File: config.mk
export PLATFORM = sky130hd
export DESIGN_NAME = lvd_ctrl
export DESIGN_NICKNAME = d
export VERILOG_FILES = /design/src/design/lvd_pkg.sv /design/src/design/lvd_cmp_if.sv /design/src/design/lvd_ctrl.sv /design/src/design/lvd_sync.sv
export SDC_FILE = /design/constraint.sdc
export NUM_CORES = 1
export LEC_CHECK = 0
export BUFFER_PORTS_ARGS = -buffer_cell sky130_fd_sc_hd__buf_2
export CAP_MARGIN = 30
export CORE_MARGIN = 1.5
export CORE_UTILIZATION = 42
export CTS_CLUSTER_SIZE = 40
export DETAILED_ROUTE_END_ITERATION = 6
export PLACE_DENSITY = 0.73
export RECOVER_POWER = 50
export SYNTH_ARGS = -nofsm -noshare
export SYNTH_HDL_FRONTEND = slang
export SYNTH_SLANG_ARGS = --single-unit
File: constraint.sdc
create_clock -name mclk -period 1.2 [get_ports mclk]
set_input_delay 0.12 -clock mclk [delete_from_list [all_inputs] [get_ports mclk]]
set_output_delay 0.12 -clock mclk [all_outputs]
set_load 0.01 [all_outputs]
File: src/design/lvd_pkg.sv
// Package: register map, field positions and reset values of the low-voltage detect control
package lvd_pkg;

	// ****************************************
	// Register offsets
	// ****************************************
	localparam logic [3:0] ADDR_CTRL  = 4'h0;  // Detection control register
	localparam logic [3:0] ADDR_LEVEL = 4'h1;  // Level-select register
	localparam logic [3:0] ADDR_IRQ   = 4'h2;  // Interrupt mask and request flag
	localparam logic [3:0] ADDR_CAUSE = 4'h3;  // Reset-cause register

	// ****************************************
	// Field positions
	// ****************************************
	localparam int BIT_FLAG    = 0;  // Below-level flag, read only
	localparam int BIT_MODE    = 1;  // Reset-not-interrupt select
	localparam int BIT_SOURCE  = 2;  // Sense source select
	localparam int BIT_ON      = 7;  // Detector on
	localparam int BIT_REQ     = 0;  // Interrupt request flag in irq register
	localparam int BIT_MASK    = 1;  // Interrupt mask in irq register
	localparam int BIT_CAUSE   = 0;  // Detector reset cause

	// ****************************************
	// Reset values and widths
	// ****************************************
	localparam int DATA_W               = 8;       // Register data width
	localparam int LEVEL_W              = 4;       // Level code width
	localparam logic [3:0] LEVEL_RESET  = 4'h0;    // Level code after reset
	localparam logic       MASK_RESET   = 1'b1;    // Interrupt starts masked
	localparam int SYNC_STAGES          = 2;       // Comparator synchroniser depth

	// Comparator stabilisation time, software waits it out
	localparam int STAB_NS     = 10000;
	localparam int CLK_NS      = 25;
	localparam int STAB_CYCLES = (STAB_NS + CLK_NS - 1) / CLK_NS;

	// Operating mode of the detector
	typedef enum logic [1:0] {
		MODE_OFF,
		MODE_IRQ,
		MODE_RESET
	} lvd_mode_t;

endpackage

File: src/design/lvd_cmp_if.sv
// Interface: synchronised comparator result and its edge events
interface lvd_cmp_if;
	logic below;     // Synchronised below-threshold level
	logic fall_evt;  // Voltage went below threshold (one cycle)
	logic rise_evt;  // Voltage went back to or above threshold (one cycle)
	modport src (output below, output fall_evt, output rise_evt);
	modport dst (input below, input fall_evt, input rise_evt);
endinterface

File: src/design/lvd_ctrl.sv
// Top of the low-voltage detect control: registers, reset and interrupt generation
module lvd_ctrl (
	// Clock and reset
	input  wire logic       mclk,
	input  wire logic       sys_rst,
	input  wire logic       lowv_reset_in,
	// Register port
	input  wire logic [3:0] reg_addr,
	input  wire logic [7:0] reg_wdata,
	input  wire logic       reg_wr,
	input  wire logic       reg_rd,
	output logic      [7:0] reg_rdata,
	// Comparators
	input  wire logic       supply_below_raw,
	input  wire logic       ext_sense_pin_below_raw,
	// Outputs
	output logic      [3:0] supply_threshold,
	output logic            cmp_enable,
	output logic            lowv_reset_req,
	output logic            lowv_irq
);
	// Operation
	// - Supply source, reset mode: reset while below
	// - Pin source, reset mode: reset while below
	// - Interrupt mode: request on both crossings
	// - Enabled detector shows below flag bit 0
	// - Mode bit1, source bit2, enable bit7
	// - Level code in bits 3:0
	// - No reset when already above threshold
	// - Unmasked enable may interrupt at once
	// - Disable while below in interrupt mode raises interrupt
	// - Every reset sets interrupt mask
	// - Detector reset recorded in cause bit 0
	// - Control bits survive only detector reset
	// - Level survives only detector reset
	//
	// lowv_reset_in is the chip reset caused by this detector; sys_rst is every other reset.

	// ****************************************
	// State
	// ****************************************
	logic       on_reg, on_next;         // Detector on
	logic       mode_reg, mode_next;     // Reset-not-interrupt select
	logic       src_reg, src_next;       // Sense source select
	logic [3:0] level_reg, level_next;   // Level code
	logic       mask_reg, mask_next;     // Interrupt mask
	logic       req_reg, req_next;       // Interrupt request flag
	logic       cause_reg, cause_next;   // Detector reset cause
	logic       irq_reg, irq_next;       // Interrupt pulse
	logic       rst_reg, rst_next;       // Reset request level
	logic [7:0] rdata_reg, rdata_next;   // Read data
	logic       irq_evt;                 // Interrupt event this cycle
	logic       cmp_raw;                 // Selected raw comparator
	logic       any_rst;                 // Any reset

	lvd_cmp_if cmp ();

	// Source mux ahead of the synchroniser; a source change may look like an edge,
	// which is why software masks before choosing the source.
	assign cmp_raw = src_reg ? ext_sense_pin_below_raw : supply_below_raw;
	assign any_rst = sys_rst | lowv_reset_in;

	lvd_sync #(.STAGES(lvd_pkg::SYNC_STAGES)) u_sync (
		.mclk    (mclk),
		.sys_rst (any_rst),
		.cmp_raw (cmp_raw),
		.cmp     (cmp)
	);

	// ****************************************
	// Next-state logic
	// ****************************************
	always_comb begin
		on_next    = on_reg;
		mode_next  = mode_reg;
		src_next   = src_reg;
		level_next = level_reg;
		mask_next  = mask_reg;
		req_next   = req_reg;
		cause_next = cause_reg;
		rdata_next = 8'h00;
		irq_evt    = 1'b0;
		// Register writes
		if (reg_wr) begin
			if (reg_addr == lvd_pkg::ADDR_CTRL) begin
				on_next   = reg_wdata[lvd_pkg::BIT_ON];
				mode_next = reg_wdata[lvd_pkg::BIT_MODE];
				src_next  = reg_wdata[lvd_pkg::BIT_SOURCE];
			end else if (reg_addr == lvd_pkg::ADDR_LEVEL) begin
				level_next = reg_wdata[3:0];
			end else if (reg_addr == lvd_pkg::ADDR_IRQ) begin
				mask_next = reg_wdata[lvd_pkg::BIT_MASK];
				req_next  = reg_wdata[lvd_pkg::BIT_REQ];
			end else if (reg_addr == lvd_pkg::ADDR_CAUSE) begin
				cause_next = cause_reg & ~reg_wdata[lvd_pkg::BIT_CAUSE];
			end
		end
		// Interrupt events: both crossings while on, or disable while below
		if (on_reg && !mode_reg && (cmp.fall_evt || cmp.rise_evt)) begin
			irq_evt = 1'b1;
		end else if (on_reg && !mode_reg && !on_next && cmp.below) begin
			irq_evt = 1'b1;
		end
		// Set wins over a clear in the same cycle
		if (irq_evt) begin
			req_next = 1'b1;
		end
		// Reads
		if (reg_rd) begin
			if (reg_addr == lvd_pkg::ADDR_CTRL) begin
				rdata_next = {on_reg, 4'h0, src_reg, mode_reg,
					on_reg & cmp.below};
			end else if (reg_addr == lvd_pkg::ADDR_LEVEL) begin
				rdata_next = {4'h0, level_reg};
			end else if (reg_addr == lvd_pkg::ADDR_IRQ) begin
				rdata_next = {6'h00, mask_reg, req_reg};
			end else if (reg_addr == lvd_pkg::ADDR_CAUSE) begin
				rdata_next = {7'h00, cause_reg};
			end
		end
		// Reset level follows the comparator, never fires when above
		rst_next = on_reg & mode_reg & cmp.below;
		irq_next = irq_evt & ~mask_reg;
	end

	// ****************************************
	// Registers
	// ****************************************
	always_ff @(posedge mclk) begin
		if (sys_rst) begin
			// Non-detector reset clears everything
			on_reg    <= 1'b0;
			mode_reg  <= 1'b0;
			src_reg   <= 1'b0;
			level_reg <= lvd_pkg::LEVEL_RESET;
			cause_reg <= 1'b0;
		end else if (lowv_reset_in) begin
			// Detector reset keeps control and level, records the cause
			cause_reg <= 1'b1;
		end else begin
			on_reg    <= on_next;
			mode_reg  <= mode_next;
			src_reg   <= src_next;
			level_reg <= level_next;
			cause_reg <= cause_next;
		end
	end

	always_ff @(posedge mclk) begin
		if (any_rst) begin
			mask_reg  <= lvd_pkg::MASK_RESET;
			req_reg   <= 1'b0;
			irq_reg   <= 1'b0;
			rst_reg   <= 1'b0;
			rdata_reg <= 8'h00;
		end else begin
			mask_reg  <= mask_next;
			req_reg   <= req_next;
			irq_reg   <= irq_next;
			rst_reg   <= rst_next;
			rdata_reg <= rdata_next;
		end
	end

	// ****************************************
	// Outputs
	// ****************************************
	assign reg_rdata        = rdata_reg;
	assign supply_threshold = level_reg;
	assign cmp_enable       = on_reg;
	assign lowv_reset_req   = rst_reg;
	assign lowv_irq         = irq_reg;

	// ****************************************
	// Assertions
	// ****************************************
	// Below in reset mode raises the reset one cycle later
	a_reset_follows: assert property (@(posedge mclk) disable iff (any_rst)
		(on_reg && mode_reg && cmp.below) |=> lowv_reset_req)
		else $error("Reset not asserted while below");

	// Pin source in reset mode holds the reset as well
	a_reset_pin: assert property (@(posedge mclk) disable iff (any_rst)
		(on_reg && mode_reg && src_reg && cmp.below) |=> lowv_reset_req)
		else $error("Pin source did not hold reset");

	// Level back at or above threshold lets the reset go
	a_no_reset_above: assert property (@(posedge mclk) disable iff (any_rst)
		(!cmp.below) |=> !lowv_reset_req)
		else $error("Reset asserted while above");

	// Reset request only with the detector on in reset mode
	a_reset_gated: assert property (@(posedge mclk) disable iff (any_rst)
		(!on_reg || !mode_reg) |=> !lowv_reset_req)
		else $error("Reset request outside reset mode");

	// Rising crossing sets the request flag
	a_edge_irq: assert property (@(posedge mclk) disable iff (any_rst)
		(on_reg && !mode_reg && cmp.rise_evt) |=> req_reg)
		else $error("Crossing did not set request");

	// Falling crossing sets the request flag too
	a_fall_irq: assert property (@(posedge mclk) disable iff (any_rst)
		(on_reg && !mode_reg && cmp.fall_evt) |=> req_reg)
		else $error("Falling crossing did not set request");

	// Unmasked crossing reaches the interrupt output
	a_irq_unmasked: assert property (@(posedge mclk) disable iff (any_rst)
		(on_reg && !mode_reg && !mask_reg && (cmp.fall_evt || cmp.rise_evt))
		|=> lowv_irq)
		else $error("Unmasked crossing gave no interrupt");

	// Reset mode or a stopped detector never interrupts
	a_irq_mode_only: assert property (@(posedge mclk) disable iff (any_rst)
		(mode_reg || !on_reg) |=> !lowv_irq)
		else $error("Interrupt outside interrupt mode");

	// Request flag only drops by a write of its register
	a_req_sticky: assert property (@(posedge mclk) disable iff (any_rst)
		(req_reg && !(reg_wr && reg_addr == lvd_pkg::ADDR_IRQ)) |=> req_reg)
		else $error("Request flag dropped by itself");

	// Switch-off while below leaves a request behind
	a_off_below: assert property (@(posedge mclk) disable iff (any_rst)
		(on_reg && !mode_reg && cmp.below && !on_next) |=> req_reg && !on_reg)
		else $error("Disable while below lost interrupt");

	// Flag bit reads the settled level, gated by the enable
	a_flag_read: assert property (@(posedge mclk) disable iff (any_rst)
		(reg_rd && reg_addr == lvd_pkg::ADDR_CTRL) |=>
		reg_rdata[0] == ($past(on_reg) & $past(cmp.below)))
		else $error("Level flag read wrong");

	// Read data is zero outside the answer cycle
	a_rdata_idle: assert property (@(posedge mclk) disable iff (any_rst)
		!reg_rd |=> reg_rdata == 8'h00)
		else $error("Read data outside answer cycle");

	// Control write lands in its three fields
	a_ctrl_write: assert property (@(posedge mclk) disable iff (any_rst)
		(reg_wr && reg_addr == lvd_pkg::ADDR_CTRL) |=>
		on_reg == $past(reg_wdata[lvd_pkg::BIT_ON]) &&
		mode_reg == $past(reg_wdata[lvd_pkg::BIT_MODE]) &&
		src_reg == $past(reg_wdata[lvd_pkg::BIT_SOURCE]))
		else $error("Control write misplaced");

	// Level write reaches the comparator
	a_level_write: assert property (@(posedge mclk) disable iff (any_rst)
		(reg_wr && reg_addr == lvd_pkg::ADDR_LEVEL) |=>
		supply_threshold == $past(reg_wdata[3:0]))
		else $error("Level code not taken");

	// Mask hides every request from the output
	a_irq_masked: assert property (@(posedge mclk) disable iff (any_rst)
		mask_reg |=> !lowv_irq)
		else $error("Masked interrupt escaped");

	// Any reset leaves the interrupt masked
	a_mask_reset: assert property (@(posedge mclk)
		any_rst |=> mask_reg)
		else $error("Mask not set by reset");

	// Detector reset is recorded
	a_cause_set: assert property (@(posedge mclk) disable iff (sys_rst)
		lowv_reset_in |=> cause_reg)
		else $error("Cause not recorded");

	// Other resets clear the recorded cause
	a_cause_clear: assert property (@(posedge mclk)
		sys_rst |=> !cause_reg)
		else $error("Other reset left cause set");

	// Detector reset keeps mode and source
	a_mode_keep: assert property (@(posedge mclk) disable iff (sys_rst)
		lowv_reset_in |=> $stable(mode_reg) && $stable(src_reg))
		else $error("Detector reset altered mode or source");

	// Detector reset keeps level and enable
	a_level_keep: assert property (@(posedge mclk) disable iff (sys_rst)
		lowv_reset_in |=> $stable(level_reg) && $stable(on_reg))
		else $error("Detector reset altered settings");

	// Other resets clear level, enable and mode
	a_level_clear: assert property (@(posedge mclk)
		sys_rst |=> level_reg == 4'h0 && !on_reg && !mode_reg)
		else $error("Other reset left settings");

	// ****************************************
	// Cover points
	// ****************************************
	// Reset mode fired
	c_reset_mode: cover property (@(posedge mclk) lowv_reset_req);
	// Reset mode fired from the pin
	c_pin_reset: cover property (@(posedge mclk) src_reg && lowv_reset_req);
	// Interrupt delivered
	c_irq: cover property (@(posedge mclk) lowv_irq);
	// Switch-off while below
	c_off_below: cover property (@(posedge mclk) on_reg && cmp.below && !on_next);
	// Detector-caused reset seen
	c_cause: cover property (@(posedge mclk) lowv_reset_in);
endmodule

File: src/design/lvd_sync.sv
// Synchroniser and edge detector for the analog comparator output
module lvd_sync #(
	parameter int STAGES = lvd_pkg::SYNC_STAGES
) (
	// Clock and reset
	input  wire logic mclk,
	input  wire logic sys_rst,
	// Raw comparator
	input  wire logic cmp_raw,
	// Clean result
	lvd_cmp_if.src    cmp
);
	// Elaboration check: one stage leaves the level no time to settle
	if (STAGES < 2) begin : g_bad_stages
		$error("lvd_sync needs at least two stages");
	end

	// ****************************************
	// Chain and edge state
	// ****************************************
	logic [STAGES-1:0] chain_reg;   // Synchroniser chain
	logic [STAGES-1:0] chain_next;
	logic              last_reg;    // Previous clean level
	logic              last_next;

	// Shift the chain; only the last stage is looked at
	always_comb begin
		chain_next = {chain_reg[STAGES-2:0], cmp_raw};
		last_next  = chain_reg[STAGES-1];
	end

	// Register the chain
	always_ff @(posedge mclk) begin
		if (sys_rst) begin
			chain_reg <= '0;
			last_reg  <= 1'b0;
		end else begin
			chain_reg <= chain_next;
			last_reg  <= last_next;
		end
	end

	// Level and edges from settled stages only
	assign cmp.below    = chain_reg[STAGES-1];
	assign cmp.fall_evt = chain_reg[STAGES-1] & ~last_reg;
	assign cmp.rise_evt = ~chain_reg[STAGES-1] & last_reg;

	// Edge events come in the same cycle as the settled level change
	a_fall_edge: assert property (@(posedge mclk) disable iff (sys_rst)
		cmp.fall_evt |-> cmp.below && !$past(cmp.below))
		else $error("Falling event without level change");
endmodule

==> results of run 1 <==
## per-stage QoR
step           cells  hold slack (ps)  utilization (%)  setup TNS [ps]  area (um^2)
2_1_floorplan     94            199.3                -               0        872.1
4_1_cts          159            60.47            59.66               0         1159
3_5_place_dp     155            390.5            56.77          -711.2         1102
5_1_grt          159            85.12            58.44          -18.98         1135
6_report         159            66.58            58.44               0         1135
3_3_place_gp     155            384.5            56.77          -543.6         1102
## tightest hold or removal path, delay by kind of cell
kind	cells	cell delay (ps)
buffers and inverters	1	100
and+or+nand+nor	1	60
AOI/OAI and AO/OA	1	50
## layout by cell type, fill, tap and decap left out, drive strengths merged
cell and count:
o2111ai 1, buf 30, nand3 8, clkbuf 13
nor2b 1, nand2 3, o21ai 9, and2 3
nor3 2, and3 1, mux2i 3, o311a 1
and4bb 1, a21oi 8, mux4 1, a32oi 1
nand3b 1, inv 3, dfxtp 20, or2 1
nor2 5, nor4 1, or2b 1, o22ai 2
or4 1, nand4 1, conb 3, and4 2
or4b 1, nand4bb 1, bufinv 1, a211oi 1
nor3b 1
## synth_stat cells (2+ instances only)
| library cell | number | area [um^2] |
|---|---|---|
| inv_1 | 3 | 11.26 |
| dfxtp_1 | 20 | 400.4 |
| and2_1 | 3 | 18.77 |
| buf_4 | 3 | 22.52 |
| mux2i_1 | 3 | 30.03 |
| a21oi_1 | 8 | 40.04 |
| o21ai_0 | 9 | 45.04 |
| nand3_1 | 8 | 40.04 |
| buf_2 | 2 | 10.01 |
| and4_1 | 2 | 17.52 |
| o22ai_1 | 2 | 12.51 |
| nand2_1 | 3 | 11.26 |
| nor2_1 | 5 | 18.77 |
## per-layer routing
layer | vias up | GRT usage [%]
met1 | 382 | 23.97
met3 | 4 | 2.778
met4 | 0 | 5.714
met5 | - | 0
li1 | 416 | -
met2 | 24 | 32.64
## area by class of cell
class                           instances  area, um^2  share of cell area [%]
Sequential cell                        20       402.9                   35.50
Clock buffer                            3       22.52                   1.985
Clock inverter                          1       30.03                   2.646
Multi-Input combinational cell         65       420.4                   37.05
Tap cell                               27       33.78                   2.977
Inverter                                3       11.26                  0.9923
Timing Repair Buffer                   40       214.0                   18.85
## logic make-up after synthesis
| kind of cell | synth area share (%) |
|---|---|
| other | 0.4344 |
| flip-flops | 46.38 |
| AND/OR/NAND/NOR | 26.24 |
| AO/OA/AOI/OAI | 15.36 |
| multiplexers | 6.087 |
| buffers and inverters | 5.507 |
## final timing paths
kind	to	slack, ps	depth (start not counted)
setup / recovery	reg_rdata[0]	8	3
setup reg to reg	reg_rdata[0]	8	3
hold / removal	supply_threshold[3]	70	3
hold reg to reg	reg_rdata[3]	460	2
## report_power, final
part           switching, uW  leakage, uW  internal, uW
combinational           70.6     0.000275          57.9
sequential              4.07     0.000163           671
clock                    199    0.0000279           338
## what timing repair did
action / 4_1_cts / 5_1_grt
setup buffers: 0 / 0
gates resized for setup: 2 / 0
pin swaps: 2 / 0
endpoints found under the setup margin: 1 / 1
cloned: 0 / 0
==> implementation parameters, run 1 <==
Parameter                              Value

Outcome
  Run status ... finished clean

Clocking
  Number of buffers inserted by hold repair at cts ... 0
  Clock slew at the register clock pins of the worst setup and hold paths ... 110 ps
  Maximum level of the CTS H-tree ... 1
  Maximum clock path buffer count ... 2
  Clock latency of the later-clocked register in the worst-skew pair ... 300 ps
  Cell chosen for the clock root ... clkbuf_4
  Number of buffers added by the clock tree synthesis step ... 3
  CTS tree ... built
  CTS sink count ... 20

Setup path
  Sort of element at the start of the critical path ... flip-flop
  Max stage delay cell, worst path ... mux4_2
  Critical path buffer and inverter count ... 0
  Peak fanout along the critical path ... 2
  Worst setup path startpoint ... cmp_enable
  Required time of the worst setup path ... 1400 ps
  Critical Path Sink Type ... flip-flop
  R2r startpoint ... cmp_enable
  Crit-path cells ... and2_4 > mux4_2 > and4_1
  Cell family contributing the most delay on the critical path ... multiplexers
  Critical Path AT ... between 1000 and 1500 ps
  Max stage delay on crit path ... between 400 and 500 ps
  Setup CP Type ... reg -> reg

Floorplanning
  Die X-Extent ... roughly 48 um
  Die area ... 2337 um^2
  I/O pin total ... 34
  Die height ... 48.34 um
  Cell row count ... 16
  Initial Utilization ... 44.46%
  Core box area ... 1942 um^2

Route
  Final wirelength ... 2076 um
  DRC viols ... 0
  Vias after detailed routing ... 826
  Drt initial violations ... 19
  Met1 Routed Length ... 975 um
  WL/cell ... 13.06 um
  Drt via density ... 5.195
  Uppermost metal layer occupied by signal nets ... met4
  Wire length on met2 ... 980 um
  Initial DRT Pass Iterations ... 4
  Metal3 WL ... between 90 and 100 um
  Detail Route Antenna Nets ... 0

Global route
  Number of global-route vias before repair ... ~800
  Total global-route track usage ... 18.72%
  Largest net degree at the start of global routing ... 13
  Number of antenna violations at the first check in global routing ... 0
  GRT Residual Overflow ... 0
  Global-route wire length before repair ... 3463 um

Worst hold path
  Tightest Hold Check Type ... in -> reg
  Critical hold path startpoint ... reg_wdata[3]

STA
  Worst clock skew ... between 7 and 8 ps
  Final-report hold violation count ... 0
  Final critical-path setup slack ... 8.350 ps
  Highest clock frequency the design can meet ... 839.2 MHz
  Final number of max-transition violations ... 0
  RSZ-0062 raised after global routing ... yes
  Fin crit share ... slightly below 100%
  Final setup viols ... 0
  Final period demand of the worst path ... approximately 1200 ps

Finish
  Number of flip-flops in the largest register ... 5
  Filler Cell Count ... ~190
  Synth-to-Final Area Change ... 31.45%
  Post-layout net count ... 152
  Layout cell share with drive strength beyond 1 ... 33.33%
  Number of antenna diodes ... 0

Yosys
  Count of warnings emitted by yosys ... 0
  Number of synthesized flops with an enable pin ... 0
  Post-synthesis sequential element count ... 20
  Proportion of synthesized chip area in sequential cells ... 46.38%
  Cell area after technology mapping ... 863.3 um^2
  Synth Instances ... slightly above 90
  Fraction of registers with async set/reset ... 0%
  Predominant post-synthesis flop cell ... dfxtp_1
  Syn avg cell area ... roughly 9.4 um^2
  Count of different cell masters after synthesis ... 34

Place
  Final weighted congestion of routability-driven global placement ... 0.8225
  Port buffer count ... 27
  Hpwl dp ... 1633 um
  Setup slack at placement ... -163.4 ps

Job
  MaxCap Viol Count ... 0

Power
  Cell leakage power ... 0.0004661 uW
  VDD IR max ... approximately 0.75 mV
  Final Total Pwr ... 1341 uW
  Pwr/cell area ... 1181 nW/um^2
(Power assumes the default switching activity.)
==> inputs of run 2 (changes only) <==
--- a/config.mk
+++ b/config.mk
@@ -11,7 +11,7 @@
 export CORE_UTILIZATION = 42
 export CTS_CLUSTER_SIZE = 40
 export DETAILED_ROUTE_END_ITERATION = 6
-export PLACE_DENSITY = 0.73
+export PLACE_DENSITY_LB_ADDON = 0.08
 export RECOVER_POWER = 50
 export SYNTH_ARGS = -nofsm -noshare
 export SYNTH_HDL_FRONTEND = slang
==> implementation parameters, run 2 (synthesized netlist as in run 1, its figures left out) <==
Parameter                              Value

Outcome
  Violated checks ... setup timing
  Run status ... complete, but fails checks

Power
  Share of total power in combinational logic ... 9.7%
  Final Total Pwr ... 1360 uW
  VDD IR max ... 0.6284 mV
  Sw Pwr ... 290.5 uW
  Relative contribution of sequential cells to total power ... 49.6%
  Internal power ... 1069 uW
  Pwr/cell area ... 1181 nW/um^2
  Clock share of power ... 40.6%
  Switching Fraction ... 21.36%
  Cell leakage power ... 0.0004780 uW

Floorplanning
  Die X-Extent ... 48.34 um
  Core box area ... 1942 um^2
  Initial Utilization ... 44.46%
  Die area ... 2337 um^2
  I/O pin total ... 34
  Cell row count ... 16
  Die height ... 48.34 um

Route
  WL/cell ... 12.65 um
  Drt initial violations ... 15
  Initial DRT Pass Iterations ... 4
  Drt via density ... around 5
  Final wirelength ... 2036 um
  Vias after detailed routing ... 809
  Detail Route Antenna Nets ... 0
  DRC viols ... 0

Setup path
  Critical Path Sink Type ... flip-flop
  Peak fanout along the critical path ... 2
  Required time of the worst setup path ... about 1400 ps
  Sort of element at the start of the critical path ... flip-flop
  Setup CP Type ... reg -> reg
  Critical Path AT ... 1420 ps

Finish
  Filler Cell Count ... 200
  Number of flip-flops in the largest register ... 5
  Number of antenna diodes ... 0
  Layout cell share with drive strength beyond 1 ... around 34%
  Leading cell type in the layout, fill and taps excluded ... buf_2
  Post-layout net count ... 154
  Synth-to-Final Area Change ... 33.33%
  Most frequent cells in the layout ... 22 x buf_2, 19 x dfxtp_1, 10 x buf_4

STA
  Fin crit share ... 100.5%
  Final critical-path setup slack ... -5.966 ps
  Final period demand of the worst path ... 1206 ps
  Final setup viols ... 1
  Hold Worst Slack ... roughly 42 ps
  Worst clock skew ... 8.336 ps
  Final-report hold violation count ... 0
  Final number of max-transition violations ... 0
  RSZ-0062 raised after global routing ... yes
  Highest clock frequency the design can meet ... 829.2 MHz

Global route
  Global-route wire length before repair ... 3484 um
  Number of antenna violations at the first check in global routing ... 0
  GRT Residual Overflow ... 0
  Met1 Resource Use GR ... 24.17%
  Total global-route track usage ... 18.98%
  GR peak layer ... met2
  Met3 routing resource usage after global routing ... about 2.8%
  Met2 usage ... 32.41%
  Largest net degree at the start of global routing ... 13
  Number of global-route vias before repair ... a little under 800

Clocking
  Maximum level of the CTS H-tree ... 1
  Clock latency of the later-clocked register in the worst-skew pair ... between 300 and 400 ps
  CTS sink count ... 20
  Cell chosen for the clock root ... clkbuf_4
  Maximum clock path buffer count ... 2
  Number of buffers added by the clock tree synthesis step ... 3
  Clock slew at the register clock pins of the worst setup and hold paths ... 120 ps
  CTS tree ... built

Job
  MaxCap Viol Count ... 0

Place
  Port buffer count ... 27
  Hpwl dp ... 1579 um
  Setup slack at placement ... -145.0 ps
  Final weighted congestion of routability-driven global placement ... 0.8238

Worst hold path
  Tightest Hold Check Type ... in -> reg
run 2: changes by cell type in the layout (fill, tap and decap cells not counted):
cell       change
buf_2          +1
buf_4          +1
dfxtp_1        +1
nand4bb_2      +1
nand4bb_1      -1
dfxtp_2        -1
run 2: layer usage:
metal | up-vias | share of wire (%)
met1 | 368 | 49
met3 | 5 | 3.3
met4 | 0 | 1.8
li1 | 415 | -
met5 | - | 0
met2 | 21 | 46
run 2: power by group through the flow:
stage                     combinational (uW)  sequential (uW)  clock [uW]
after global routing                     145              677         610
final                                    132              675         553
after floorplan                         65.4              690           0
after detailed placement                 136              690           0
after CTS                                137              675         565
after global placement                   135              690           0
run 2: layout make-up:
type / count / area (um^2) / area share [%]
flip-flops and latches: 20 / 401.6 / 34.89
clock inverters: 1 / 30.03 / 2.609
inverters: 3 / 11.26 / 0.9783
multi-input cells: 65 / 425.4 / 36.96
well taps: 27 / 33.78 / 2.935
repair buffers: 42 / 226.5 / 19.67
clock buffers: 3 / 22.52 / 1.957
run 2: critical path, stage by stage (launching register included):
cell and delay (ps):
dfxtp_2 340, and2_4 150, mux4_2 460, and4_1 160
run 2: stage by stage:
step	utilization [%]	instances	cell area, um^2	TNS (ps)
after floorplan	-	94	872.1	0
after global placement	57.15	156	1110	-591.4
after detailed placement	57.15	156	1110	-635.4
after CTS	60.44	161	1174	-11.04
after global routing	59.28	161	1151	-36.63
final	59.28	161	1151	-5.966
run 2: path summary, 6_finish.rpt:
kind                             from             endpoint  slack, ps  cells past startpoint
setup reg to reg           cmp_enable         reg_rdata[0]         -6                      3
hold / removal           reg_wdata[3]  supply_threshold[3]         40                      3
setup / recovery           cmp_enable         reg_rdata[0]         -6                      3
hold reg to reg   u_sync.chain_reg[0]  u_sync.chain_reg[1]        460                      1
run 2: repair_timing:
item / 4_1_cts / 5_1_grt
gates resized for setup: 2 / 0
buffers inserted: 1 / 0
endpoints found under the setup margin: 1 / 1
gates cloned: 0 / 0
pin swaps: 1 / 1
hold buffers: 0 / 0
